## src/acdr_pkg.sv

```systemverilog
// constants and types shared by the receive clock and data recovery block
package acdr_pkg;
   // sampling mode field encodings
   localparam logic [1:0] ACDR_MODE_NORMAL = 2'h0;
   localparam logic [1:0] ACDR_MODE_DOUBLE = 2'h1;
   // samples per bit
   localparam logic [4:0] ACDR_SPB_NORMAL  = 5'h10;
   localparam logic [4:0] ACDR_SPB_DOUBLE  = 5'h08;
   // first of the three centre samples (second and third follow)
   localparam logic [4:0] ACDR_FIRST_NORMAL = 5'h08;
   localparam logic [4:0] ACDR_FIRST_DOUBLE = 5'h04;
   // payload length limits (character size plus parity)
   localparam logic [3:0] ACDR_LEN_MIN = 4'h5;
   localparam logic [3:0] ACDR_LEN_MAX = 4'ha;
   // receiver states
   typedef enum logic [1:0] {
      ACDR_IDLE  = 2'b00,
      ACDR_START = 2'b01,
      ACDR_DATA  = 2'b10,
      ACDR_STOP  = 2'b11
   } acdr_state_e;
endpackage

```

## src/acdr_rx.sv

```systemverilog
// oversampling receive front end: start qualification and per-bit voting
// How it works
// - mode field zero selects normal speed, one selects double speed
// - sixteen samples per bit in normal, eight in double speed
// - falling edge from idle starts detection; first low sample is sample one
// - start qualified on samples 8,9,10 normal or 4,5,6 double
// - two or more low samples accept start and lock bit timing
// - fewer than two low rejects start as noise; wait for new edge
// - each data and parity bit decided by majority of centre samples
// - repeat per-bit decision until whole configured payload recovered
// - only the first stop bit is sampled; further stop bits ignored
// - low majority on first stop bit sets frame error
// - both modes see next start right after stop vote samples
// - payload length is character size plus parity, five to ten bits
`timescale 1ns/1ps
`default_nettype none
module acdr_rx
   import acdr_pkg::*;
#(
   parameter int DATA_W = 10
)
(
   input  wire logic              core_clk,
   input  wire logic              rst,
   input  wire logic              rx_enable,
   input  wire logic              sample_tick,
   input  wire logic              rxd,
   input  wire logic [1:0]        receive_sampling_mode_field,
   input  wire logic [3:0]        payload_len,
   output logic [DATA_W-1:0]      rx_data,
   output logic                   rx_valid,
   output logic                   frame_error,
   output logic                   start_reject,
   output logic                   busy
);
   acdr_state_e       state_ff;
   acdr_state_e       nxt_state;
   logic [4:0]        cnt_ff;
   logic [4:0]        nxt_cnt;
   logic [3:0]        bit_ff;
   logic [3:0]        nxt_bit;
   logic [DATA_W-1:0] shift_ff;
   logic [DATA_W-1:0] nxt_shift;
   logic              prev_ff;
   logic              nxt_prev;
   logic [DATA_W-1:0] data_ff;
   logic [DATA_W-1:0] nxt_data;
   logic              valid_ff;
   logic              nxt_valid;
   logic              ferr_ff;
   logic              nxt_ferr;
   logic              rej_ff;
   logic              nxt_rej;
   logic              busy_ff;
   logic              nxt_busy;
   logic              dec_ff;
   logic              nxt_dec;

   logic              dbl;
   logic [4:0]        spb;
   logic [4:0]        first;
   logic [3:0]        len;
   logic              in_centre;
   logic              vote_done;
   logic              bit_end;
   logic              vote_clr;
   logic              vote_take;
   logic              vote_level;

   // mode decode; codes other than double speed fall back to normal
   assign dbl   = (receive_sampling_mode_field == ACDR_MODE_DOUBLE);
   assign spb   = dbl ? ACDR_SPB_DOUBLE : ACDR_SPB_NORMAL;
   assign first = dbl ? ACDR_FIRST_DOUBLE : ACDR_FIRST_NORMAL;

   // clamp payload to the legal five to ten bits
   always_comb begin
      len = payload_len;
      if (payload_len < ACDR_LEN_MIN) begin
         len = ACDR_LEN_MIN;
      end else if (payload_len > ACDR_LEN_MAX) begin
         len = ACDR_LEN_MAX;
      end
   end

   // sample positions within the current bit
   assign in_centre = sample_tick && (cnt_ff >= first) && (cnt_ff <= first + 5'h2);
   assign vote_done = sample_tick && (cnt_ff == first + 5'h2);
   assign bit_end   = sample_tick && (cnt_ff == spb);
   assign vote_take = in_centre && (state_ff != ACDR_IDLE);
   assign vote_clr  = (state_ff == ACDR_IDLE) || bit_end;

   acdr_vote u_vote (
      .core_clk (core_clk),
      .rst      (rst),
      .clr      (vote_clr),
      .take     (vote_take),
      .rxd      (rxd),
      .level    (vote_level)
   );

   // receive sequencer; the vote result is ready one clock after vote_done
   always_comb begin
      nxt_state = state_ff;
      nxt_cnt   = cnt_ff;
      nxt_bit   = bit_ff;
      nxt_shift = shift_ff;
      nxt_prev  = prev_ff;
      nxt_data  = data_ff;
      nxt_valid = 1'b0;
      nxt_ferr  = ferr_ff;
      nxt_rej   = 1'b0;
      nxt_busy  = busy_ff;
      // one-clock strobe after the third centre sample, so each bit is decided once
      nxt_dec   = vote_done;
      if (sample_tick) begin
         nxt_prev = rxd;
         nxt_cnt  = cnt_ff + 5'h1;
      end
      unique case (state_ff)
         ACDR_IDLE: begin
            nxt_busy = 1'b0;
            if (sample_tick && prev_ff && !rxd) begin
               nxt_state = ACDR_START;
               nxt_cnt   = 5'h2;
               nxt_busy  = 1'b1;
            end
         end
         ACDR_START: begin
            // decide one clock after the third centre sample
            if (dec_ff) begin
               if (!vote_level) begin
                  nxt_state = ACDR_DATA;
                  nxt_bit   = 4'h0;
               end else begin
                  nxt_state = ACDR_IDLE;
                  nxt_rej   = 1'b1;
                  nxt_busy  = 1'b0;
               end
            end
            if (bit_end) begin
               nxt_cnt = 5'h1;
            end
         end
         ACDR_DATA: begin
            if (dec_ff) begin
               // lsb first: shift in from the top, align at the end
               nxt_shift = {vote_level, shift_ff[DATA_W-1:1]};
               nxt_bit   = bit_ff + 4'h1;
            end
            if (bit_end) begin
               nxt_cnt = 5'h1;
               if (bit_ff == len) begin
                  nxt_state = ACDR_STOP;
               end
            end
         end
         ACDR_STOP: begin
            // only the first stop bit is voted; the rest is plain idle
            if (dec_ff) begin
               nxt_ferr  = !vote_level;
               nxt_valid = 1'b1;
               nxt_data  = shift_ff >> (4'(DATA_W) - len);
               // keep the real last sample: a low stop bit must not fake an edge
               nxt_state = ACDR_IDLE;
               nxt_busy  = 1'b0;
            end
         end
      endcase
      if (!rx_enable) begin
         nxt_state = ACDR_IDLE;
         nxt_busy  = 1'b0;
         nxt_valid = 1'b0;
         nxt_rej   = 1'b0;
      end
   end

   always_ff @(posedge core_clk or posedge rst) begin
      if (rst) begin
         state_ff <= ACDR_IDLE;
         cnt_ff   <= 5'h1;
         bit_ff   <= 4'h0;
         shift_ff <= '0;
         prev_ff  <= 1'b1;
         data_ff  <= '0;
         valid_ff <= 1'b0;
         ferr_ff  <= 1'b0;
         rej_ff   <= 1'b0;
         busy_ff  <= 1'b0;
         dec_ff   <= 1'b0;
      end else begin
         state_ff <= nxt_state;
         cnt_ff   <= nxt_cnt;
         bit_ff   <= nxt_bit;
         shift_ff <= nxt_shift;
         prev_ff  <= nxt_prev;
         data_ff  <= nxt_data;
         valid_ff <= nxt_valid;
         ferr_ff  <= nxt_ferr;
         rej_ff   <= nxt_rej;
         busy_ff  <= nxt_busy;
         dec_ff   <= nxt_dec;
      end
   end

   assign rx_data      = data_ff;
   assign rx_valid     = valid_ff;
   assign frame_error  = ferr_ff;
   assign start_reject = rej_ff;
   assign busy         = busy_ff;
endmodule
`default_nettype wire

```

## src/acdr_vote.sv

```systemverilog
// three-sample majority voter collecting the centre samples of one bit
`timescale 1ns/1ps
`default_nettype none
module acdr_vote
   import acdr_pkg::*;
(
   input  wire logic       core_clk,
   input  wire logic       rst,
   input  wire logic       clr,
   input  wire logic       take,
   input  wire logic       rxd,
   output logic            level
);
   logic [1:0] ones_ff;
   logic [1:0] nxt_ones;

   // count high samples; cleared at the start of each bit
   always_comb begin
      nxt_ones = ones_ff;
      if (clr) begin
         nxt_ones = 2'h0;
      end
      if (take && rxd) begin
         nxt_ones = (clr ? 2'h0 : ones_ff) + 2'h1;
      end
   end

   always_ff @(posedge core_clk or posedge rst) begin
      if (rst) begin
         ones_ff <= 2'h0;
      end else begin
         ones_ff <= nxt_ones;
      end
   end

   // two or more high samples means the bit is high
   assign level = ones_ff[1];
endmodule
`default_nettype wire

```

## config.mk

```make
export PLATFORM = sky130hd
export DESIGN_NAME = acdr_rx
export DESIGN_NICKNAME = d
export VERILOG_FILES = /design/src/acdr_pkg.sv /design/src/acdr_rx.sv /design/src/acdr_vote.sv
export SDC_FILE = /design/constraint.sdc
export NUM_CORES = 1
export LEC_CHECK = 0
export CAP_MARGIN = 5
export CORE_MARGIN = 5
export CORE_UTILIZATION = 40
export DETAILED_ROUTE_END_ITERATION = 7
export DONT_BUFFER_PORTS = 1
export GPL_ROUTABILITY_DRIVEN = 1
export GPL_TIMING_DRIVEN = 1
export HOLD_SLACK_MARGIN = 0.1
export PLACE_DENSITY = 0.59
export SYNTH_ARGS = -nofsm -noshare
export SYNTH_HDL_FRONTEND = slang
export SYNTH_SLANG_ARGS = --single-unit
```

## constraint.sdc

```tcl
create_clock -name core_clk -period 2.4 [get_ports core_clk]
set_input_delay 0.72 -clock core_clk [delete_from_list [all_inputs] [get_ports core_clk]]
set_output_delay 0.72 -clock core_clk [all_outputs]
set_load 0.01 [all_outputs]
```

==> impl_metrics.py, run 1 <==
metrics = {
    "run_status": {
        "outcome": "finished clean",
    },
    "finish": {
        "antennaDiodeCount": 0,
        "regArea_sq_um": 978,
        "final_util": 0.466,
        "nets": 281,
        "multi_input_area_sq_mm": 0.00125,
        "layout-drive-gt1-share": 0.192,
        "areaGrowthSynthToFinish_pct": 12.1,
        "nFillCells": 545,
    },
    "die": {
        "die_height_um": 86.1,
        "fp.dieW_um": 86.1,
        "core_sq_mm": 0.00557,
        "num_rows": 27,
        "io_pins": 25,
        "start_util": 0.416,
        "dieArea_sq_mm": 0.00741,
    },
    "setup_path": {
        "cp_data_arrival_time_ns": 2.40,
        "crit_fanout": 3,
        "required_ns": 2.61,
        "startpoint": "receive_sampling_mode_field[1]",
        "cp-end-kind": "register",
        "r2r-start": "cnt_ff[2]",
        "critPathKind": "input pin to register",
        "start_kind": "input pin",
    },
    "logic_synthesis": {
        "netlist_area_sq_mm": 0.00232,
        "async_reset_ff_frac": 1.00,
        "muxShareOfSynthArea": 0.0994,
        "synth.avg_cell_area_sq_um": 9.46,
        "ys_seq_area_frac": 0.422,
        "yosys.area_share.simple": 0.192,
        "synth_top_family_by_area": "simple AND/OR/NAND/NOR gates",
        "synth-seq-cells": 39,
        "synth_compound_area_frac": 0.142,
        "ys_types": 47,
        "yosys.area_share.adder": 0.0643,
        "synth-xor-area-share": 0.0378,
        "yosysWarnings": 0,
        "ys.flop_type": "dfrtp_1",
        "synth_edf_count": 0,
        "synthCells": 245,
        "syn-num-nets": 267,
    },
    "route": {
        "vias": 1815,
        "postRouteAntennaNets": 0,
        "wire_per_inst_um": 14.9,
        "wirelength_um": 4960,
        "vias_per_cell": 5.47,
        "first_iter_violations": 68,
        "dr.pass1.iters": 4,
        "post-route-drc-count": 0,
    },
    "power_and_ir_drop": {
        "p_clk_frac": 0.312,
        "sw_frac_of_total": 0.311,
        "power.total_uw": 1820,
        "internal_power_uw": 1260,
        "combPwrFrac": 0.249,
        "powerDensity_mw_per_mm2": 702,
        "power.net_switching_uw": 567,
        "p_leak_uw": 0.00117,
        "ir_drop_mv": 0.414,
        "pwr-share-seq": 0.438,
    },
    "global_routing": {
        "grt_pass1_vias": 1827,
        "grt_use_total": 0.145,
        "grt_max_degree": 40,
        "grt_pass1_wl_um": 8520,
        "gr-total-overflow": 0,
        "antenna_found_initial": 0,
    },
    "clock_tree": {
        "cts_hold_buf": 0,
        "h-tree-depth": 2,
        "tritoncts": "yes",
        "cts_num_sinks": 39,
        "cts_resized": 0,
        "postCtsSetupBuffers": 0,
        "cts_buffers": 5,
        "clkSlewWorstSetupHoldPaths_ns": 0.08,
        "cts-root-buf": "clkbuf_8",
        "cts_buffer_depth": 2,
        "clock_latency_ns": 0.29,
    },
    "sta": {
        "period_needed_ns": 2.19,
        "rsz0062_at_grt": "false",
        "hold_viol": 0,
        "fmax_mhz": 456,
        "timing.final.ws_setup_ns": 0.206,
        "post-route-period-util": 0.914,
        "slew-limit-headroom": 0.673,
        "slew_viol_final": 0,
        "worstMarginPinSlew_ns": 0.490,
        "fin_skew_ns": 0.00430,
        "setup_violations": 0,
    },
    "worst_hold_path": {
        "hold_class": "input pin to async pin",
    },
    "placement": {
        "hpwl_um": 3700,
        "port_buffers": 0,
        "place.gp.congestion": 0.769,
        "dp_slack_ns": -0.101,
    },
    "job": {
        "drv_cap": 0,
    },
}
==> critical path, stage by stage <==
cell,delay (ns)
nand2b_1,0.13
inv_1,0.09
ha_1,0.25
a2111oi_0,0.47
a31oi_1,0.08
nor4_1,0.26
nand2_1,0.12
xor2_1,0.15
nor3_1,0.13
==> sequential cells by signal, summed over array words and instances (netlist names) <==
name	flops
bit_ff	4
busy	1
cnt_ff	5
dec_ff	1
frame_error	1
prev_ff	1
rx_data	10
rx_valid	1
shift_ff	10
start_reject	1
state_ff	2
u_vote.ones_ff	2
==> metal layers <==
metal	wire length [um]	vias up	global-route usage
met5	0	-	0
met4	104	0	0.0633
met3	259	9	0.0442
met2	2260	37	0.230
met1	2340	866	0.181
li1	-	903	-
==> synth_stat cells (5+ instances only) <==
master   number  area share
dfrtp_1      37        0.40
nand2_1      25       0.040
nor2_1       25       0.040
o21ai_0      18       0.039
mux2_2       14       0.068
inv_1        12       0.019
nor3_1       12       0.026
ha_1         11       0.059
a21oi_1      10       0.022
nand3_1       6       0.013
nand4_1       6       0.016
mux2i_1       5       0.022
xnor2_1       5       0.019
xor2_1        5       0.019
==> kinds of logic after synthesis <==
family | Yosys count
and+or+nand+nor | 93
AOI/OAI and AO/OA | 51
DFF | 39
buffers and inverters | 20
muxes | 20
adders and majority gates | 12
xor gates and xnor gates | 10
==> power by group through the flow <==
stage,combinational [uW],clock (uW),sequential (uW)
CTS,457,592,799
detailed placement,455,0,811
global route,509,617,812
global placement,447,0,810
finish,455,569,800
floorplan,365,0,784
==> per-stage QoR <==
stage               instances  area, sq um  setup TNS, ns  hold WS (ns)
finish                    332         2600              0         0.429
CTS                       332         2600              0         0.442
global placement          324         2480        -0.0853         0.469
global route              332         2600              0         0.470
floorplan                 245         2340        -0.0477         0.463
detailed placement        324         2480         -0.223         0.479
==> area by class of cell <==
class,instances,area share
timing repair buffer,14,0.0405
clock inverter,2,0.0135
multi-input combinational,186,0.483
sequential,39,0.377
inverter,13,0.0202
tap,72,0.0347
clock buffer,6,0.0318
==> cells in the final DEF, fill, tap and decap left out, types with 2 or more instances in the layout <==
| cell type | instances |
|---|---|
| o31ai_1 | 2 |
| or3_1 | 2 |
| nand4_1 | 6 |
| a31oi_1 | 3 |
| buf_4 | 14 |
| nand2_1 | 25 |
| xnor2_1 | 4 |
| a2111oi_0 | 2 |
| nand3_1 | 6 |
| clkinv_2 | 2 |
| xor2_1 | 5 |
| ha_1 | 10 |
| a21oi_1 | 10 |
| a22oi_1 | 2 |
| clkbuf_8 | 6 |
| nand3b_1 | 3 |
| or4_1 | 2 |
| nor2_2 | 2 |
| nor3_1 | 12 |
| and2_1 | 4 |
| mux2_2 | 14 |
| a22o_1 | 2 |
| o21ai_0 | 18 |
| inv_1 | 11 |
| dfstp_2 | 2 |
| a211oi_1 | 2 |
| nand2b_1 | 2 |
| dfrtp_1 | 37 |
| mux2i_1 | 5 |
| nor2_1 | 24 |
==> worst paths after layout <==
kind	to	slack [ns]	depth (start not counted)
setup reg to reg	u_vote.ones_ff[1]	0.26	8
setup / recovery	u_vote.ones_ff[1]	0.21	9
max in group asynchronous	cnt_ff[0]	1.61	2
hold / removal	rx_data[8]	0.43	2
hold reg to reg	prev_ff	0.49	2
min in group core_clk	prev_ff	0.49	2
No activity file was read; power rests on OpenSTA's default activity.
==> run 2: changes to the inputs <==
- MAX_ROUTING_LAYER: unset -> met4
- clock period: 2.4 -> 2.1 ns (I/O delays scaled with it)
==> impl_metrics.py, run 2 (synthesis results as in run 1) <==
metrics = {
    "run_status": {
        "outcome": "finished clean",
    },
    "sta": {
        "slew-limit-headroom": 0.669,
        "setup_violations": 0,
        "fin_skew_ns": 0.0123,
        "period_needed_ns": 1.97,
        "post-route-period-util": 0.939,
        "slew_viol_final": 0,
        "hold_viol": 0,
        "worstMarginPinSlew_ns": 0.496,
        "hold_ws_ns": 0.342,
        "fmax_mhz": 507,
    },
    "route": {
        "wire_per_inst_um": 14.8,
        "postRouteAntennaNets": 0,
        "dr.pass1.iters": 4,
        "wirelength_um": 4970,
        "vias_per_cell": 5.40,
        "first_iter_violations": 68,
        "post-route-drc-count": 0,
        "vias": 1821,
    },
    "setup_path": {
        "critPathTopFamily": "compound AO/OA/AOI/OAI gates",
        "crit_buf_inv": 1,
        "start_kind": "register",
        "cp-end-kind": "register",
        "cp_slowest_stage_delay_ns": 0.41,
        "crit_fanout": 4,
        "r2r-start": "cnt_ff[2]",
        "rrSetupSlack_ns": 0.13,
        "cp_data_arrival_time_ns": 2.17,
        "timing.rr.end": "u_vote.ones_ff[1]",
        "crit_chain": "inv_1 > ha_1 > a2111oi_4 > a31oi_1 > nor4_2 > nand2_1 > xor2_1 > nor3_1",
        "critPathKind": "register to register",
        "worstRegToRegCells": 8,
        "cpMaxStageDelayCell": "dfrtp_1",
        "required_ns": 2.30,
    },
    "power_and_ir_drop": {
        "power.total_uw": 2170,
        "powerDensity_mw_per_mm2": 793,
        "sw_frac_of_total": 0.319,
        "internal_power_uw": 1480,
        "pwr-share-seq": 0.421,
        "combPwrFrac": 0.289,
        "ir_drop_mv": 0.462,
        "p_clk_frac": 0.290,
        "power.net_switching_uw": 694,
        "p_leak_uw": 0.00122,
    },
    "finish": {
        "areaGrowthSynthToFinish_pct": 18.3,
        "regArea_sq_um": 978,
        "final_common_cell": "dfrtp_1",
        "layout_common_cells": "dfrtp_1, nand2_1, nor2_1, buf_4, o21ai_0",
        "multi_input_area_sq_mm": 0.00136,
        "nFillCells": 517,
        "antennaDiodeCount": 0,
        "nets": 286,
        "layout-drive-gt1-share": 0.238,
    },
    "clock_tree": {
        "cts_buffer_depth": 2,
        "tritoncts": "yes",
        "cts-root-buf": "clkbuf_8",
        "cts_buffers": 5,
        "h-tree-depth": 2,
        "clock_latency_ns": 0.29,
        "cts_num_sinks": 39,
        "clkSlewWorstSetupHoldPaths_ns": 0.08,
    },
    "global_routing": {
        "grt_max_degree": 40,
        "antenna_found_initial": 0,
        "gr-total-overflow": 0,
        "grt_pass1_vias": 1838,
        "grt_pass1_wl_um": 8840,
        "grt_use_total": 0.152,
    },
    "job": {
        "drv_cap": 0,
    },
    "placement": {
        "hpwl_um": 3760,
        "place.gp.congestion": 0.826,
        "port_buffers": 0,
    },
    "die": {
        "die_height_um": 86.1,
        "start_util": 0.416,
        "dieArea_sq_mm": 0.00741,
        "io_pins": 25,
        "fp.dieW_um": 86.1,
        "core_sq_mm": 0.00557,
        "num_rows": 27,
    },
    "worst_hold_path": {
        "hold_class": "input pin to async pin",
    },
}
-- run 2: cell count changes in the layout (fill, tap and decap cells not counted), moves of 2 or more --
cell      change
buf_4         +5
nand2b_4      +2
nor2_4        +2
nand2b_1      -2
clkinv_4      +2
ha_4          +2
-- run 2: worst max-delay path by stage --
stage	startpoint	endpoint	slack, ns	cells after the start
floorplan	receive_sampling_mode_field[1]	state_ff[0]	-0.09	8
global placement	receive_sampling_mode_field[1]	u_vote.ones_ff[1]	-0.14	9
detailed placement	receive_sampling_mode_field[1]	u_vote.ones_ff[1]	-0.16	9
CTS	cnt_ff[2]	u_vote.ones_ff[1]	0.05	8
global route	cnt_ff[2]	u_vote.ones_ff[1]	-0.02	8
finish	cnt_ff[2]	u_vote.ones_ff[1]	0.13	8
-- run 2: worst reg2reg max path, cell delays in order (launching register included) --
cell	delay (ns)
dfrtp_1	0.41
inv_1	0.09
ha_1	0.36
a2111oi_4	0.37
a31oi_1	0.09
nor4_2	0.19
nand2_1	0.10
xor2_1	0.15
nor3_1	0.14
-- run 2: per-layer routing --
layer  part of all wire  wire length [um]  vias to the layer above  track usage
li1                   -                 -                      913            -
met4              0.010                52                        0       0.0446
met5                  0                 0                        -            -
met1               0.49              2440                      871        0.207
met3              0.041               206                        6       0.0336
met2               0.46              2270                       31        0.226
-- run 2: final cells by class --
class	instances	area share
repair buffers	19	0.0521
flip-flops and latches	39	0.357
clock inverters	3	0.0160
inverters	13	0.0215
clock buffers	5	0.0251
multi-input cells	186	0.495
well taps	72	0.0329
-- run 2: power groups by stage --
stage                     clock (uW)  combinational [uW]  sequential, uW
after CTS                        651                 586             912
final                            630                 629             915
after global placement             0                 575             927
after floorplan                    0                 460             900
after global routing             684                 723             930
after detailed placement           0                 584             925
-- run 2: metrics by stage --
stage          TNS, ns  utilization  std cells  worst slack, ns  cell area, sq um
4_1_cts              0        0.487        336           0.0534              2720
3_3_place_gp    -0.364        0.467        328           -0.137              2600
2_1_floorplan   -0.257            -        245          -0.0893              2440
6_report             0        0.492        337            0.129              2740
5_1_grt        -0.0209        0.492        337          -0.0209              2740
3_5_place_dp    -0.658        0.467        328           -0.161              2600
-- run 2: what timing repair did --
action,CTS,global route
endpoints found under the setup margin,0,1
gates resized for setup,0,2
hold buffers,0,0
buffers inserted,0,1
==> run 3: changes to the inputs <==
- CORE_UTILIZATION: 40 -> 60
- PLACE_DENSITY: 0.59 -> 0.81
==> impl_metrics.py, run 3 (synthesis results as in run 1) <==
metrics = {
    "power_and_ir_drop": {
        "power.net_switching_uw": 718,
        "pwr-share-seq": 0.395,
        "powerDensity_mw_per_mm2": 852,
        "p_leak_uw": 0.00121,
        "ir_drop_mv": 0.556,
        "power.total_uw": 2340,
        "internal_power_uw": 1620,
        "sw_frac_of_total": 0.307,
        "combPwrFrac": 0.288,
        "p_clk_frac": 0.317,
    },
    "route": {
        "wire_per_inst_um": 16.3,
        "postRouteAntennaNets": 0,
        "wirelength_um": 5070,
        "post-route-drc-count": 0,
        "vias": 1898,
        "first_iter_violations": 125,
        "vias_per_cell": 6.10,
        "dr.pass1.iters": 4,
    },
    "sta": {
        "setup_violations": 0,
        "hold_viol": 0,
        "rsz0062_at_grt": "false",
        "post-route-period-util": 0.929,
        "slew-limit-headroom": 0.679,
        "period_needed_ns": 1.95,
        "fmax_mhz": 512,
        "slew_viol_final": 0,
        "worstMarginPinSlew_ns": 0.482,
        "fin_skew_ns": 0.00746,
    },
    "clock_tree": {
        "cts_buffers": 5,
        "h-tree-depth": 2,
        "cts-root-buf": "clkbuf_8",
        "clock_latency_ns": 0.30,
        "tritoncts": "yes",
        "cts_buffer_depth": 2,
        "cts_num_sinks": 39,
        "cts_hold_buf": 0,
        "clkSlewWorstSetupHoldPaths_ns": 0.08,
    },
    "die": {
        "die_height_um": 72.1,
        "dieArea_sq_mm": 0.00520,
        "fp.dieW_um": 72.1,
        "core_sq_mm": 0.00369,
        "num_rows": 22,
        "io_pins": 25,
        "start_util": 0.628,
    },
    "job": {
        "drv_cap": 0,
    },
    "setup_path": {
        "critPathKind": "input pin to register",
        "crit_fanout": 3,
        "start_kind": "input pin",
        "cp-end-kind": "register",
        "worstRegToRegCells": 8,
        "rrSetupSlack_ns": 0.16,
        "cp_data_arrival_time_ns": 2.17,
        "required_ns": 2.32,
    },
    "global_routing": {
        "grtUsageMet2": 0.339,
        "top_usage_layer": "met2",
        "grt_pass1_vias": 1915,
        "use_met3": 0.0651,
        "grt_use_total": 0.212,
        "gr-total-overflow": 0,
        "antenna_found_initial": 0,
        "grt_max_degree": 40,
        "gr-usage-met1": 0.252,
        "grt_pass1_wl_um": 8510,
    },
    "finish": {
        "stdcell_count": 311,
        "nets": 284,
        "nFillCells": 258,
        "antennaDiodeCount": 0,
        "areaGrowthSynthToFinish_pct": 18.6,
        "layout-drive-gt1-share": 0.243,
        "final_common_cell": "dfrtp_1",
        "layout_common_cells": "dfrtp_1, nand2_1, nor2_1, o21ai_0, buf_4",
    },
    "placement": {
        "post-place-cells": 302,
        "place.gp.congestion": 0.900,
        "port_buffers": 0,
        "hpwl_um": 3650,
    },
    "worst_hold_path": {
        "hold_class": "input pin to async pin",
    },
    "run_status": {
        "outcome": "finished clean",
    },
}
## run 3: final timing paths
kind                                                 from                 to
setup / recovery           receive_sampling_mode_field[1]        state_ff[1]
hold / removal                                        rst         rx_data[6]
setup reg to reg                                cnt_ff[0]  u_vote.ones_ff[1]
hold reg to reg                                   prev_ff            prev_ff
max in group asynchronous                             rst          cnt_ff[0]
min in group core_clk                         sample_tick            prev_ff
## run 3: through the flow
stage               setup TNS [ns]  hold WS [ns]  utilization  cell area, sq um  setup slack [ns]
floorplan                   -0.257         0.463            -              2440           -0.0893
global placement            -0.371         0.474        0.697              2570            -0.141
detailed placement          -0.576         0.481        0.697              2570            -0.151
CTS                              0         0.354        0.734              2710            0.0862
global route                     0         0.377        0.745              2750            0.0196
finish                           0         0.334        0.745              2750             0.149
## run 3: layout make-up
| cell class | instances | area, sq um | share of cell area |
|---|---|---|---|
| inverter | 13 | 61.3 | 0.0223 |
| clock inverter | 3 | 67.6 | 0.0246 |
| multi-input combinational | 186 | 1370 | 0.499 |
| sequential | 39 | 980 | 0.357 |
| tap | 48 | 60.1 | 0.0219 |
| timing repair buffer | 17 | 140 | 0.0510 |
| clock buffer | 5 | 68.8 | 0.0250 |
## run 3: power by group through the flow
stage                     clock network, uW  registers, uW  logic (uW)
after global placement                    0            923         573
after CTS                               755            915         605
final                                   743            924         674
after detailed placement                  0            926         599
after global routing                    788            934         742
after floorplan                           0            900         460
## run 3: routing by layer
| layer | vias up | wire length (um) |
|---|---|---|
| met3 | 11 | 255 |
| met2 | 44 | 2460 |
| met4 | 0 | 89 |
| met5 | - | 0 |
| li1 | 910 | - |
| met1 | 933 | 2270 |
## run 3: worst max-delay path, cell delays in order
cell	delay, ns
nand2b_4	0.13
inv_4	0.07
ha_4	0.20
nor2_1	0.10
nand4_1	0.17
a2111o_1	0.38
a211oi_2	0.27
mux2i_1	0.21
## run 3: timing repair
item / 4_1_cts / 5_1_grt
endpoints found under the setup margin: 0 / 1
resized for setup: 0 / 6
buffers inserted: 0 / 1
